**src/cdp_pkg.sv**
```systemverilog
package cdp_pkg;
    // register byte addresses on the peripheral bus
    localparam logic [31:0] RESP0_ADDR = 32'he008c014;
    localparam logic [31:0] RESP1_ADDR = 32'he008c018;
    localparam logic [31:0] RESP2_ADDR = 32'he008c01c;
    localparam logic [31:0] RESP3_ADDR = 32'he008c020;
    localparam logic [31:0] TMR_ADDR = 32'he008c024;
    localparam logic [31:0] LEN_ADDR = 32'he008c028;
    localparam logic [31:0] CTRL_ADDR = 32'he008c02c;
    localparam logic [31:0] CNT_ADDR = 32'he008c030;
    localparam logic [31:0] FLAG_ADDR = 32'he008c0f0;
    localparam logic [31:0] FLAG_CLR_ADDR = 32'he008c0f4;
    // reset values
    localparam logic [31:0] TMR_RST = 32'h0000_0000;
    localparam logic [7:0] CTRL_RST = 8'h00;
    // flag register bit positions
    localparam int TOUT_BIT = 3;
    localparam int DEND_BIT = 8;
    localparam int TXACT_BIT = 12;
    localparam int RXACT_BIT = 13;
    // response and data block framing
    localparam int SHORT_BITS = 32;
    localparam int LONG_BITS = 127;
    localparam int BLK_MAX = 11;
    localparam int BLK_LEN_W = 12;
    // bus answers
    localparam logic [1:0] AXI_OKAY = 2'h0;
    localparam logic [1:0] AXI_DECERR = 2'h3;

    // data-path control word, bit 0 upward: enable, direction, stream, dma, block size
    typedef struct packed {
        logic [3:0] blk_exp;
        logic dma;
        logic stream;
        logic dir;
        logic en;
    } cdp_ctrl_type;

    typedef enum logic [2:0] {
        ST_IDLE = 3'b000,
        ST_WAIT_S = 3'b001,
        ST_SEND = 3'b010,
        ST_BUSY = 3'b011,
        ST_WAIT_R = 3'b100,
        ST_RECV = 3'b101
    } cdp_state_type;
endpackage

```
**src/cdp_sync.sv**
```systemverilog
`timescale 1ns/1ps
module cdp_sync
    import cdp_pkg::*;
(
    input wire logic clk,
    input wire logic rst,
    input wire logic pin,
    output logic level,
    output logic rise
);
    logic s1;
    logic s2;
    logic s3;
    wire agree = (s2 == s3);

    // three stages; the level moves only once stages two and three agree
    always_ff @(posedge clk)
    begin
        if (rst)
        begin
            s1 <= 1'b0;
            s2 <= 1'b0;
            s3 <= 1'b0;
            level <= 1'b0;
        end
        else
        begin
            s1 <= pin;
            s2 <= s1;
            s3 <= s2;
            if (agree)
                level <= s3;
        end
    end

    assign rise = agree && s3 && !level;
endmodule

```
**src/cdp_resp_capture.sv**
```systemverilog
`timescale 1ns/1ps
module cdp_resp_capture
    import cdp_pkg::*;
(
    input wire logic clk,
    input wire logic rst,
    input wire logic start,
    input wire logic bit_in,
    input wire logic bit_valid,
    input wire logic done,
    input wire logic long_sel,
    output logic [3:0][31:0] words
);
    logic [LONG_BITS-1:0] shift;
    wire [127:0] long_img = {shift, 1'b0};

    // earliest bit ends at the top because every new bit enters at the bottom
    always_ff @(posedge clk)
    begin
        if (rst || start)
            shift <= '0;
        else if (bit_valid)
            shift <= {shift[LONG_BITS-2:0], bit_in};
    end

    // word 0 carries the most significant part; short status touches word 0 only
    always_ff @(posedge clk)
    begin
        if (rst)
            words <= '0;
        else if (done && long_sel)
            words <= {long_img[31:0], long_img[63:32], long_img[95:64], long_img[127:96]};
        else if (done)
            words[0] <= shift[SHORT_BITS-1:0];
    end
endmodule

```
**src/cdp_data_path.sv**
```systemverilog
// Local design decision: register access over AXI4-Lite.
`timescale 1ns/1ps
module cdp_data_path
    import cdp_pkg::*;
#(
    parameter int LEN_W = 16,
    parameter int TMR_W = 32
)
(
    input wire logic CLK_SYS,
    input wire logic SYS_RST,
    input wire logic [31:0] S_AXI_AWADDR,
    input wire logic S_AXI_AWVALID,
    output logic S_AXI_AWREADY,
    input wire logic [31:0] S_AXI_WDATA,
    input wire logic [3:0] S_AXI_WSTRB,
    input wire logic S_AXI_WVALID,
    output logic S_AXI_WREADY,
    output logic [1:0] S_AXI_BRESP,
    output logic S_AXI_BVALID,
    input wire logic S_AXI_BREADY,
    input wire logic [31:0] S_AXI_ARADDR,
    input wire logic S_AXI_ARVALID,
    output logic S_AXI_ARREADY,
    output logic [31:0] S_AXI_RDATA,
    output logic [1:0] S_AXI_RRESP,
    output logic S_AXI_RVALID,
    input wire logic S_AXI_RREADY,
    input wire logic CARD_BUS_CLOCK,
    input wire logic CARD_BUSY,
    input wire logic RESP_START,
    input wire logic RESP_BIT,
    input wire logic RESP_BIT_VALID,
    input wire logic RESP_DONE,
    input wire logic LONG_RESPONSE_SELECT,
    input wire logic TX_READY,
    input wire logic RX_START_BIT,
    input wire logic BYTE_MOVED,
    output logic DATA_DIR,
    output logic STREAM_MODE,
    output logic [BLK_LEN_W-1:0] BLOCK_LEN,
    output logic DMA_REQUEST,
    output logic TX_ACTIVE,
    output logic RX_ACTIVE,
    output logic DATA_END_FLAG,
    output logic DATA_TIMEOUT_FLAG
);
    if (LEN_W < 1 || LEN_W > 32 || TMR_W < 1 || TMR_W > 32)
    begin : g_width_check
        $error("cdp_data_path: LEN_W and TMR_W must be 1 to 32");
    end

    // byte lanes a write may touch, the rest keep their old value
    function automatic logic [31:0] merge(input logic [31:0] old_v, input logic [31:0] new_v, input logic [3:0] strb);
        for (int i = 0; i < 4; i++)
            merge[i*8 +: 8] = strb[i] ? new_v[i*8 +: 8] : old_v[i*8 +: 8];
    endfunction

    // reserved exponents give no block length rather than a wrapped one
    function automatic logic [BLK_LEN_W-1:0] blk_len(input logic [3:0] e);
        blk_len = (e <= 4'(BLK_MAX)) ? (12'h001 << e) : '0;
    endfunction

    cdp_state_type state;
    cdp_state_type next_state;
    cdp_ctrl_type ctrl;
    logic [TMR_W-1:0] period;
    logic [LEN_W-1:0] length;
    logic [LEN_W-1:0] remain;
    logic [TMR_W-1:0] timer;
    logic tout_flag;
    logic dend_flag;
    logic bvalid;
    logic [1:0] bresp;
    logic rvalid;
    logic [1:0] rresp;
    logic [31:0] rdata;
    logic [31:0] rd_mux;
    logic rd_hit;
    logic [3:0][31:0] resp_words;
    logic busy_lvl;
    logic card_edge;

    // card bus clock and busy line come from outside, sampled here
    cdp_sync u_clk_sync (
        .clk(CLK_SYS),
        .rst(SYS_RST),
        .pin(CARD_BUS_CLOCK),
        .level(),
        .rise(card_edge)
    );

    cdp_sync u_busy_sync (
        .clk(CLK_SYS),
        .rst(SYS_RST),
        .pin(CARD_BUSY),
        .level(busy_lvl),
        .rise()
    );

    // the command path frames 136 bits; only the status part arrives here
    cdp_resp_capture u_resp (
        .clk(CLK_SYS),
        .rst(SYS_RST),
        .start(RESP_START),
        .bit_in(RESP_BIT),
        .bit_valid(RESP_BIT_VALID),
        .done(RESP_DONE),
        .long_sel(LONG_RESPONSE_SELECT),
        .words(resp_words)
    );

    // write side: address and data are taken together, one write at a time
    wire wr_go = S_AXI_AWVALID && S_AXI_WVALID && !bvalid;
    wire [31:0] wa = S_AXI_AWADDR;
    wire wr_tmr = wr_go && wa == TMR_ADDR;
    wire wr_len = wr_go && wa == LEN_ADDR;
    wire wr_ctrl = wr_go && wa == CTRL_ADDR;
    wire wr_clr = wr_go && wa == FLAG_CLR_ADDR;
    wire wr_ro = wr_go && (wa == CNT_ADDR || wa == FLAG_ADDR || wa == RESP0_ADDR || wa == RESP1_ADDR
                           || wa == RESP2_ADDR || wa == RESP3_ADDR);
    wire wr_hit = wr_tmr || wr_len || wr_ctrl || wr_clr || wr_ro;
    wire [31:0] ctrl_merged = merge({24'h000000, ctrl}, S_AXI_WDATA, S_AXI_WSTRB);
    wire [31:0] clr_bits = S_AXI_WDATA & merge(32'h0000_0000, 32'hffff_ffff, S_AXI_WSTRB);
    assign S_AXI_AWREADY = wr_go;
    assign S_AXI_WREADY = wr_go;
    assign S_AXI_BVALID = bvalid;
    assign S_AXI_BRESP = bresp;

    // read side: one read at a time, data one cycle after the address
    wire rd_go = S_AXI_ARVALID && !rvalid;
    assign S_AXI_ARREADY = rd_go;
    assign S_AXI_RVALID = rvalid;
    assign S_AXI_RDATA = rdata;
    assign S_AXI_RRESP = rresp;

    // data-path sequencing terms
    wire start = wr_ctrl && ctrl_merged[0] && state == ST_IDLE;
    wire start_dir = ctrl_merged[1];
    wire active = state != ST_IDLE;
    wire moving = state == ST_SEND || state == ST_RECV;
    wire timing = state == ST_WAIT_R || state == ST_BUSY;
    wire remain_zero = remain == '0;
    wire timer_zero = timer == '0;
    wire tout_evt = timing && timer_zero;
    wire dend_evt = active && remain_zero && !tout_evt;
    wire timer_load = (next_state == ST_WAIT_R || next_state == ST_BUSY) && next_state != state;

    // address decode for reads; reserved bits above each field read as zero
    always_comb
    begin
        rd_hit = 1'b1;
        rd_mux = 32'h0000_0000;
        if (S_AXI_ARADDR == RESP0_ADDR)
            rd_mux = resp_words[0];
        else if (S_AXI_ARADDR == RESP1_ADDR)
            rd_mux = resp_words[1];
        else if (S_AXI_ARADDR == RESP2_ADDR)
            rd_mux = resp_words[2];
        else if (S_AXI_ARADDR == RESP3_ADDR)
            rd_mux = {resp_words[3][31:1], 1'b0};
        else if (S_AXI_ARADDR == TMR_ADDR)
            rd_mux = 32'(period);
        else if (S_AXI_ARADDR == LEN_ADDR)
            rd_mux = 32'(length);
        else if (S_AXI_ARADDR == CTRL_ADDR)
            rd_mux = {24'h000000, ctrl};
        else if (S_AXI_ARADDR == CNT_ADDR)
            rd_mux = 32'(remain);
        else if (S_AXI_ARADDR == FLAG_ADDR)
        begin
            rd_mux[TOUT_BIT] = tout_flag;
            rd_mux[DEND_BIT] = dend_flag;
            rd_mux[TXACT_BIT] = TX_ACTIVE;
            rd_mux[RXACT_BIT] = RX_ACTIVE;
        end
        else
            rd_hit = 1'b0;
    end

    // write answer, decode error for holes in the map
    always_ff @(posedge CLK_SYS)
    begin
        if (SYS_RST)
        begin
            bvalid <= 1'b0;
            bresp <= AXI_OKAY;
        end
        else if (wr_go)
        begin
            bvalid <= 1'b1;
            bresp <= wr_hit ? AXI_OKAY : AXI_DECERR;
        end
        else if (S_AXI_BREADY)
            bvalid <= 1'b0;
    end

    // read answer is registered so the data never glitch at the port
    always_ff @(posedge CLK_SYS)
    begin
        if (SYS_RST)
        begin
            rvalid <= 1'b0;
            rdata <= 32'h0000_0000;
            rresp <= AXI_OKAY;
        end
        else if (rd_go)
        begin
            rvalid <= 1'b1;
            rdata <= rd_mux;
            rresp <= rd_hit ? AXI_OKAY : AXI_DECERR;
        end
        else if (S_AXI_RREADY)
            rvalid <= 1'b0;
    end

    // software-written setup; the remaining count has no write path
    always_ff @(posedge CLK_SYS)
    begin
        if (SYS_RST)
        begin
            period <= TMR_W'(TMR_RST);
            length <= '0;
            ctrl <= cdp_ctrl_type'(CTRL_RST);
        end
        else
        begin
            if (wr_tmr)
                period <= TMR_W'(merge(32'(period), S_AXI_WDATA, S_AXI_WSTRB));
            if (wr_len)
                length <= LEN_W'(merge(32'(length), S_AXI_WDATA, S_AXI_WSTRB));
            if (wr_ctrl)
                ctrl <= cdp_ctrl_type'(ctrl_merged[7:0]);
        end
    end

    // data-path state machine; a timeout wins over a count that hits zero together
    always_comb
    begin
        next_state = state;
        case (state)
            ST_IDLE:
                if (start)
                    next_state = start_dir ? ST_WAIT_R : ST_WAIT_S;
            ST_WAIT_S:
                if (remain_zero)
                    next_state = ST_IDLE;
                else if (TX_READY)
                    next_state = ST_SEND;
            ST_SEND:
                if (remain_zero)
                    next_state = ST_IDLE;
                else if (busy_lvl)
                    next_state = ST_BUSY;
            ST_BUSY:
                if (timer_zero)
                    next_state = ST_IDLE;
                else if (!busy_lvl)
                    next_state = ST_SEND;
            ST_WAIT_R:
                if (timer_zero || remain_zero)
                    next_state = ST_IDLE;
                else if (RX_START_BIT)
                    next_state = ST_RECV;
            ST_RECV:
                if (remain_zero)
                    next_state = ST_IDLE;
            default:
                next_state = ST_IDLE;
        endcase
    end

    always_ff @(posedge CLK_SYS)
    begin
        if (SYS_RST)
            state <= ST_IDLE;
        else
            state <= next_state;
    end

    // remaining count: loaded on the way out of idle, one less per byte moved
    always_ff @(posedge CLK_SYS)
    begin
        if (SYS_RST)
            remain <= '0;
        else if (state == ST_IDLE && next_state != ST_IDLE)
            remain <= length;
        else if (moving && BYTE_MOVED && !remain_zero)
            remain <= remain - 1'b1;
    end

    // timeout counter ticks on rising card clock edges, so a stopped card clock freezes it
    always_ff @(posedge CLK_SYS)
    begin
        if (SYS_RST)
            timer <= '0;
        else if (timer_load)
            timer <= period;
        else if (timing && card_edge && !timer_zero)
            timer <= timer - 1'b1;
    end

    // sticky flags; a new event in the clearing cycle keeps the flag set
    always_ff @(posedge CLK_SYS)
    begin
        if (SYS_RST)
        begin
            tout_flag <= 1'b0;
            dend_flag <= 1'b0;
        end
        else
        begin
            tout_flag <= tout_evt || (tout_flag && !(wr_clr && clr_bits[TOUT_BIT]));
            dend_flag <= dend_evt || (dend_flag && !(wr_clr && clr_bits[DEND_BIT]));
        end
    end

    // mode outputs held in flops so the serialiser sees steady values
    always_ff @(posedge CLK_SYS)
    begin
        if (SYS_RST)
            BLOCK_LEN <= '0;
        else
            BLOCK_LEN <= ctrl.stream ? '0 : blk_len(ctrl.blk_exp);
    end

    assign DATA_DIR = ctrl.dir;
    assign STREAM_MODE = ctrl.stream;
    assign DMA_REQUEST = ctrl.dma && moving;
    assign TX_ACTIVE = state == ST_WAIT_S || state == ST_SEND || state == ST_BUSY;
    assign RX_ACTIVE = state == ST_WAIT_R || state == ST_RECV;
    assign DATA_END_FLAG = dend_flag;
    assign DATA_TIMEOUT_FLAG = tout_flag;

    logic [31:0] past_araddr;
    always_ff @(posedge CLK_SYS)
    begin
        if (rd_go)
            past_araddr <= S_AXI_ARADDR;
    end
endmodule

```
**config.mk**
```make
export PLATFORM = sky130hd
export DESIGN_NAME = cdp_data_path
export DESIGN_NICKNAME = d
export VERILOG_FILES = /design/src/cdp_pkg.sv /design/src/cdp_sync.sv /design/src/cdp_resp_capture.sv /design/src/cdp_data_path.sv
export SDC_FILE = /design/constraint.sdc
export NUM_CORES = 1
export LEC_CHECK = 0
export BUFFER_PORTS_ARGS = -buffer_cell sky130_fd_sc_hd__buf_4
export CORE_MARGIN = 5
export CORE_UTILIZATION = 55
export CTS_BUF_LIST = sky130_fd_sc_hd__clkbuf_8
export DETAILED_ROUTE_END_ITERATION = 8
export PLACE_DENSITY = 0.75
export SETUP_SLACK_MARGIN = 0.4
export SLEW_MARGIN = 20
export SYNTH_ARGS = -nofsm -noshare
export SYNTH_HDL_FRONTEND = slang
export SYNTH_HIERARCHICAL = 1
export SYNTH_SLANG_ARGS = --single-unit
export TNS_END_PERCENT = 20
```
**constraint.sdc**
```tcl
create_clock -name CLK_SYS -period 7.32 [get_ports CLK_SYS]
set_clock_uncertainty 0.1 [all_clocks]
set_input_delay 0.366 -clock CLK_SYS [delete_from_list [all_inputs] [get_ports CLK_SYS]]
set_output_delay 0.366 -clock CLK_SYS [all_outputs]
set_load 0.005 [all_outputs]
```
==> flow_summary_export.csv <==
group,metric,value,unit
floorplan,dieArea,0.0382,mm^2
routing,viasPerCell,6.00,
worst_setup_path,critical_path.max_fanout,11,
clock_tree,cts_buffers,71,
clock_tree,post_cts_resized,0,
synthesis,synthCells,2041,
place,dp.final_hpwl,33800,um
place,port_buffers,176,
timing,fmax,335,MHz
run_status,outcome,"complete, no violations",
clock_tree,cts_hold_buf,39,
clock_tree,htree_num_levels,3,
floorplan,io_pins,177,
power_and_ir_drop,p_leak,8.97,nW
clock_tree,clock-root-buffer,"clkbuf_8",
worst_setup_path,crit_required,7.68,ns
timing,hold_violations,0,
timing,finalSetupViolCount,0,
worst_setup_path,start_kind,"flop",
worst_setup_path,cp_slowest_cell,"a31oi_1",
synthesis,synth_warnings,6,
synthesis,syn_avg_cell_area,9.27,um^2
final_layout,area_growth,16.1,%
routing,drc_errors,0,
routing,vias,16200,
power_and_ir_drop,ir_worst_vdd,123,uV
floorplan,rows,68,
synthesis,syn-num-nets,2162,
floorplan,initial_core_util,55.2,%
worst_setup_path,endpoint_kind,"flop",
timing,rsz0062_at_grt,"no",
worst_setup_path,critical-path-top-delay-family,"compound AO/OA/AOI/OAI gates",
clock_tree,clk_path_buf_depth,3,
clock_tree,clk_pin_slew,0.06,ns
floorplan,die_x,195,um
global_route,overflow,0,
global_route,grt_pass1_vias,15400,
worst_setup_path,slowest_delay,0.85,ns
timing,period_minus_slack,2.99,ns
final_layout,final_util,64.0,%
timing,timing_max_transition_violations_final,0,
power_and_ir_drop,power_density,217,mW/mm^2
clock_tree,cts_sinks,419,
routing,final_antenna_net_count,0,
timing,min_period_over_period,40.8,%
synthesis,synth_area,0.0189,mm^2
global_route,track_usage,26.3,%
global_route,grt_pass1_wl,83300,um
timing,worstMarginPinSlew,1.14,ns
floorplan,coreArea,0.0343,mm^2
worst_setup_path,worstPathArrival,3.34,ns
routing,wl_per_cell,19.6,um
worst_setup_path,crit_buf_inv,0,
final_layout,finalNetCount,2302,
global_route,grt_max_degree,190,
timing,slew-limit-headroom,24.2,%
place,place.gp.congestion,0.937,
timing,tns,0,ns
worst_setup_path,crit_chain,"nor3b_1, o21ai_0, a31oi_1, nand2_1, o41ai_1, a311oi_1",
clock_tree,cts_tree,"yes",
routing,routed_wl,52700,um
routing,drtPass1Iterations,6,
floorplan,chipHeight,195,um
flow_run,maxCapViolCount,0,
final_layout,drive_gt1_share,16.7,%
clock_tree,clk_latency,0.62,ns
clock_tree,postCtsSetupBuffers,0,
worst_setup_path,critPathKind,"flop to flop",
hold_path,min_path_type,"input port to flop",
worst_setup_path,rrSetupSlack,4.33,ns
routing,drt_iter0_drc,1513,
global_route,antenna_found_initial,1,
## worst reg2reg max path, stage by stage, from the launching register on
cell      delay, ns
dfxtp_1        0.51
nor3b_1        0.32
o21ai_0        0.25
a31oi_1        0.85
nand2_1        0.32
o41ai_1        0.34
a311oi_1       0.14
## cells in the final DEF, fill, tap and decap left out, types with 12 or more instances in the layout
| master | instances |
|---|---|
| dfxtp_1 | 419 |
| nor2_1 | 317 |
| mux2i_1 | 217 |
| buf_4 | 188 |
| nand3_1 | 130 |
| a21oi_1 | 96 |
| clkbuf_8 | 96 |
| nand2_1 | 75 |
| a211oi_1 | 72 |
| a21bo_1 | 69 |
| o21ai_0 | 47 |
| dlygate4sd3_1 | 39 |
| inv_1 | 37 |
| nor3_1 | 31 |
| a31oi_1 | 30 |
| a21bo_2 | 26 |
| a22o_1 | 25 |
| nor4_1 | 24 |
| xnor2_1 | 24 |
| a21oi_2 | 21 |
| a221oi_1 | 20 |
| nor2b_1 | 14 |
| o211ai_1 | 13 |
| nand2b_1 | 12 |
## registers in the layout (all words and copies together) (netlist names), 3 cells and up
register      flops
ctrl              6
u_resp/words    127
period           32
u_resp/shift    127
S_AXI_RDATA      32
timer            32
state             3
length           16
BLOCK_LEN        12
remain           16
## where the power goes
group          internal, mW  switching (mW)
Clock                  1.20           0.957
Combinational         0.117           0.170
Sequential             2.30          0.0149
Total                  3.62            1.14
## routing by layer
metal / global-route usage, % / wire, um / vias to the layer above / part of all wire [%]
met4: 10.8 / 2070 / 0 / 3.9
met1: 35.0 / 22700 / 7708 / 43
met3: 6.14 / 4070 / 133 / 7.7
met2: 41.4 / 23800 / 637 / 45
li1: - / - / 7672 / -
met5: 0 / 0 / - / 0
## worst paths after layout
path	depth (start not counted)	start	to
max	6	state[2]	timer[7]
min	3	S_AXI_WVALID	S_AXI_BVALID
max reg2reg	6	state[2]	timer[7]
min reg2reg	1	u_clk_sync/s1	u_clk_sync/s2
## cell type report
class / instances / area, um^2
Timing Repair Buffer: 232 / 1870
Tap cell: 455 / 569
Clock buffer: 95 / 1310
Multi-Input combinational cell: 1440 / 9580
Fill cell: 2757 / 12300
Inverter: 17 / 63.8
Sequential cell: 419 / 8390
Clock inverter: 31 / 180
Antenna cell: 1 / 2.50
## through the flow
step | instances | total power [mW] | hold slack [ns] | worst slack [ns] | instance area, um^2
after floorplan | 2041 | 2.53 | 0.314 | 4.79 | 18900
after global placement | 2524 | 2.63 | 0.325 | 4.10 | 20100
after detailed placement | 2524 | 2.63 | 0.352 | 3.99 | 20100
after CTS | 2689 | 4.79 | 0.00146 | 4.38 | 22000
after global routing | 2689 | 4.91 | 0.0448 | 4.00 | 22000
final | 2690 | 4.76 | 0.0354 | 4.33 | 22000
No activity file was read; power rests on OpenSTA's default activity.
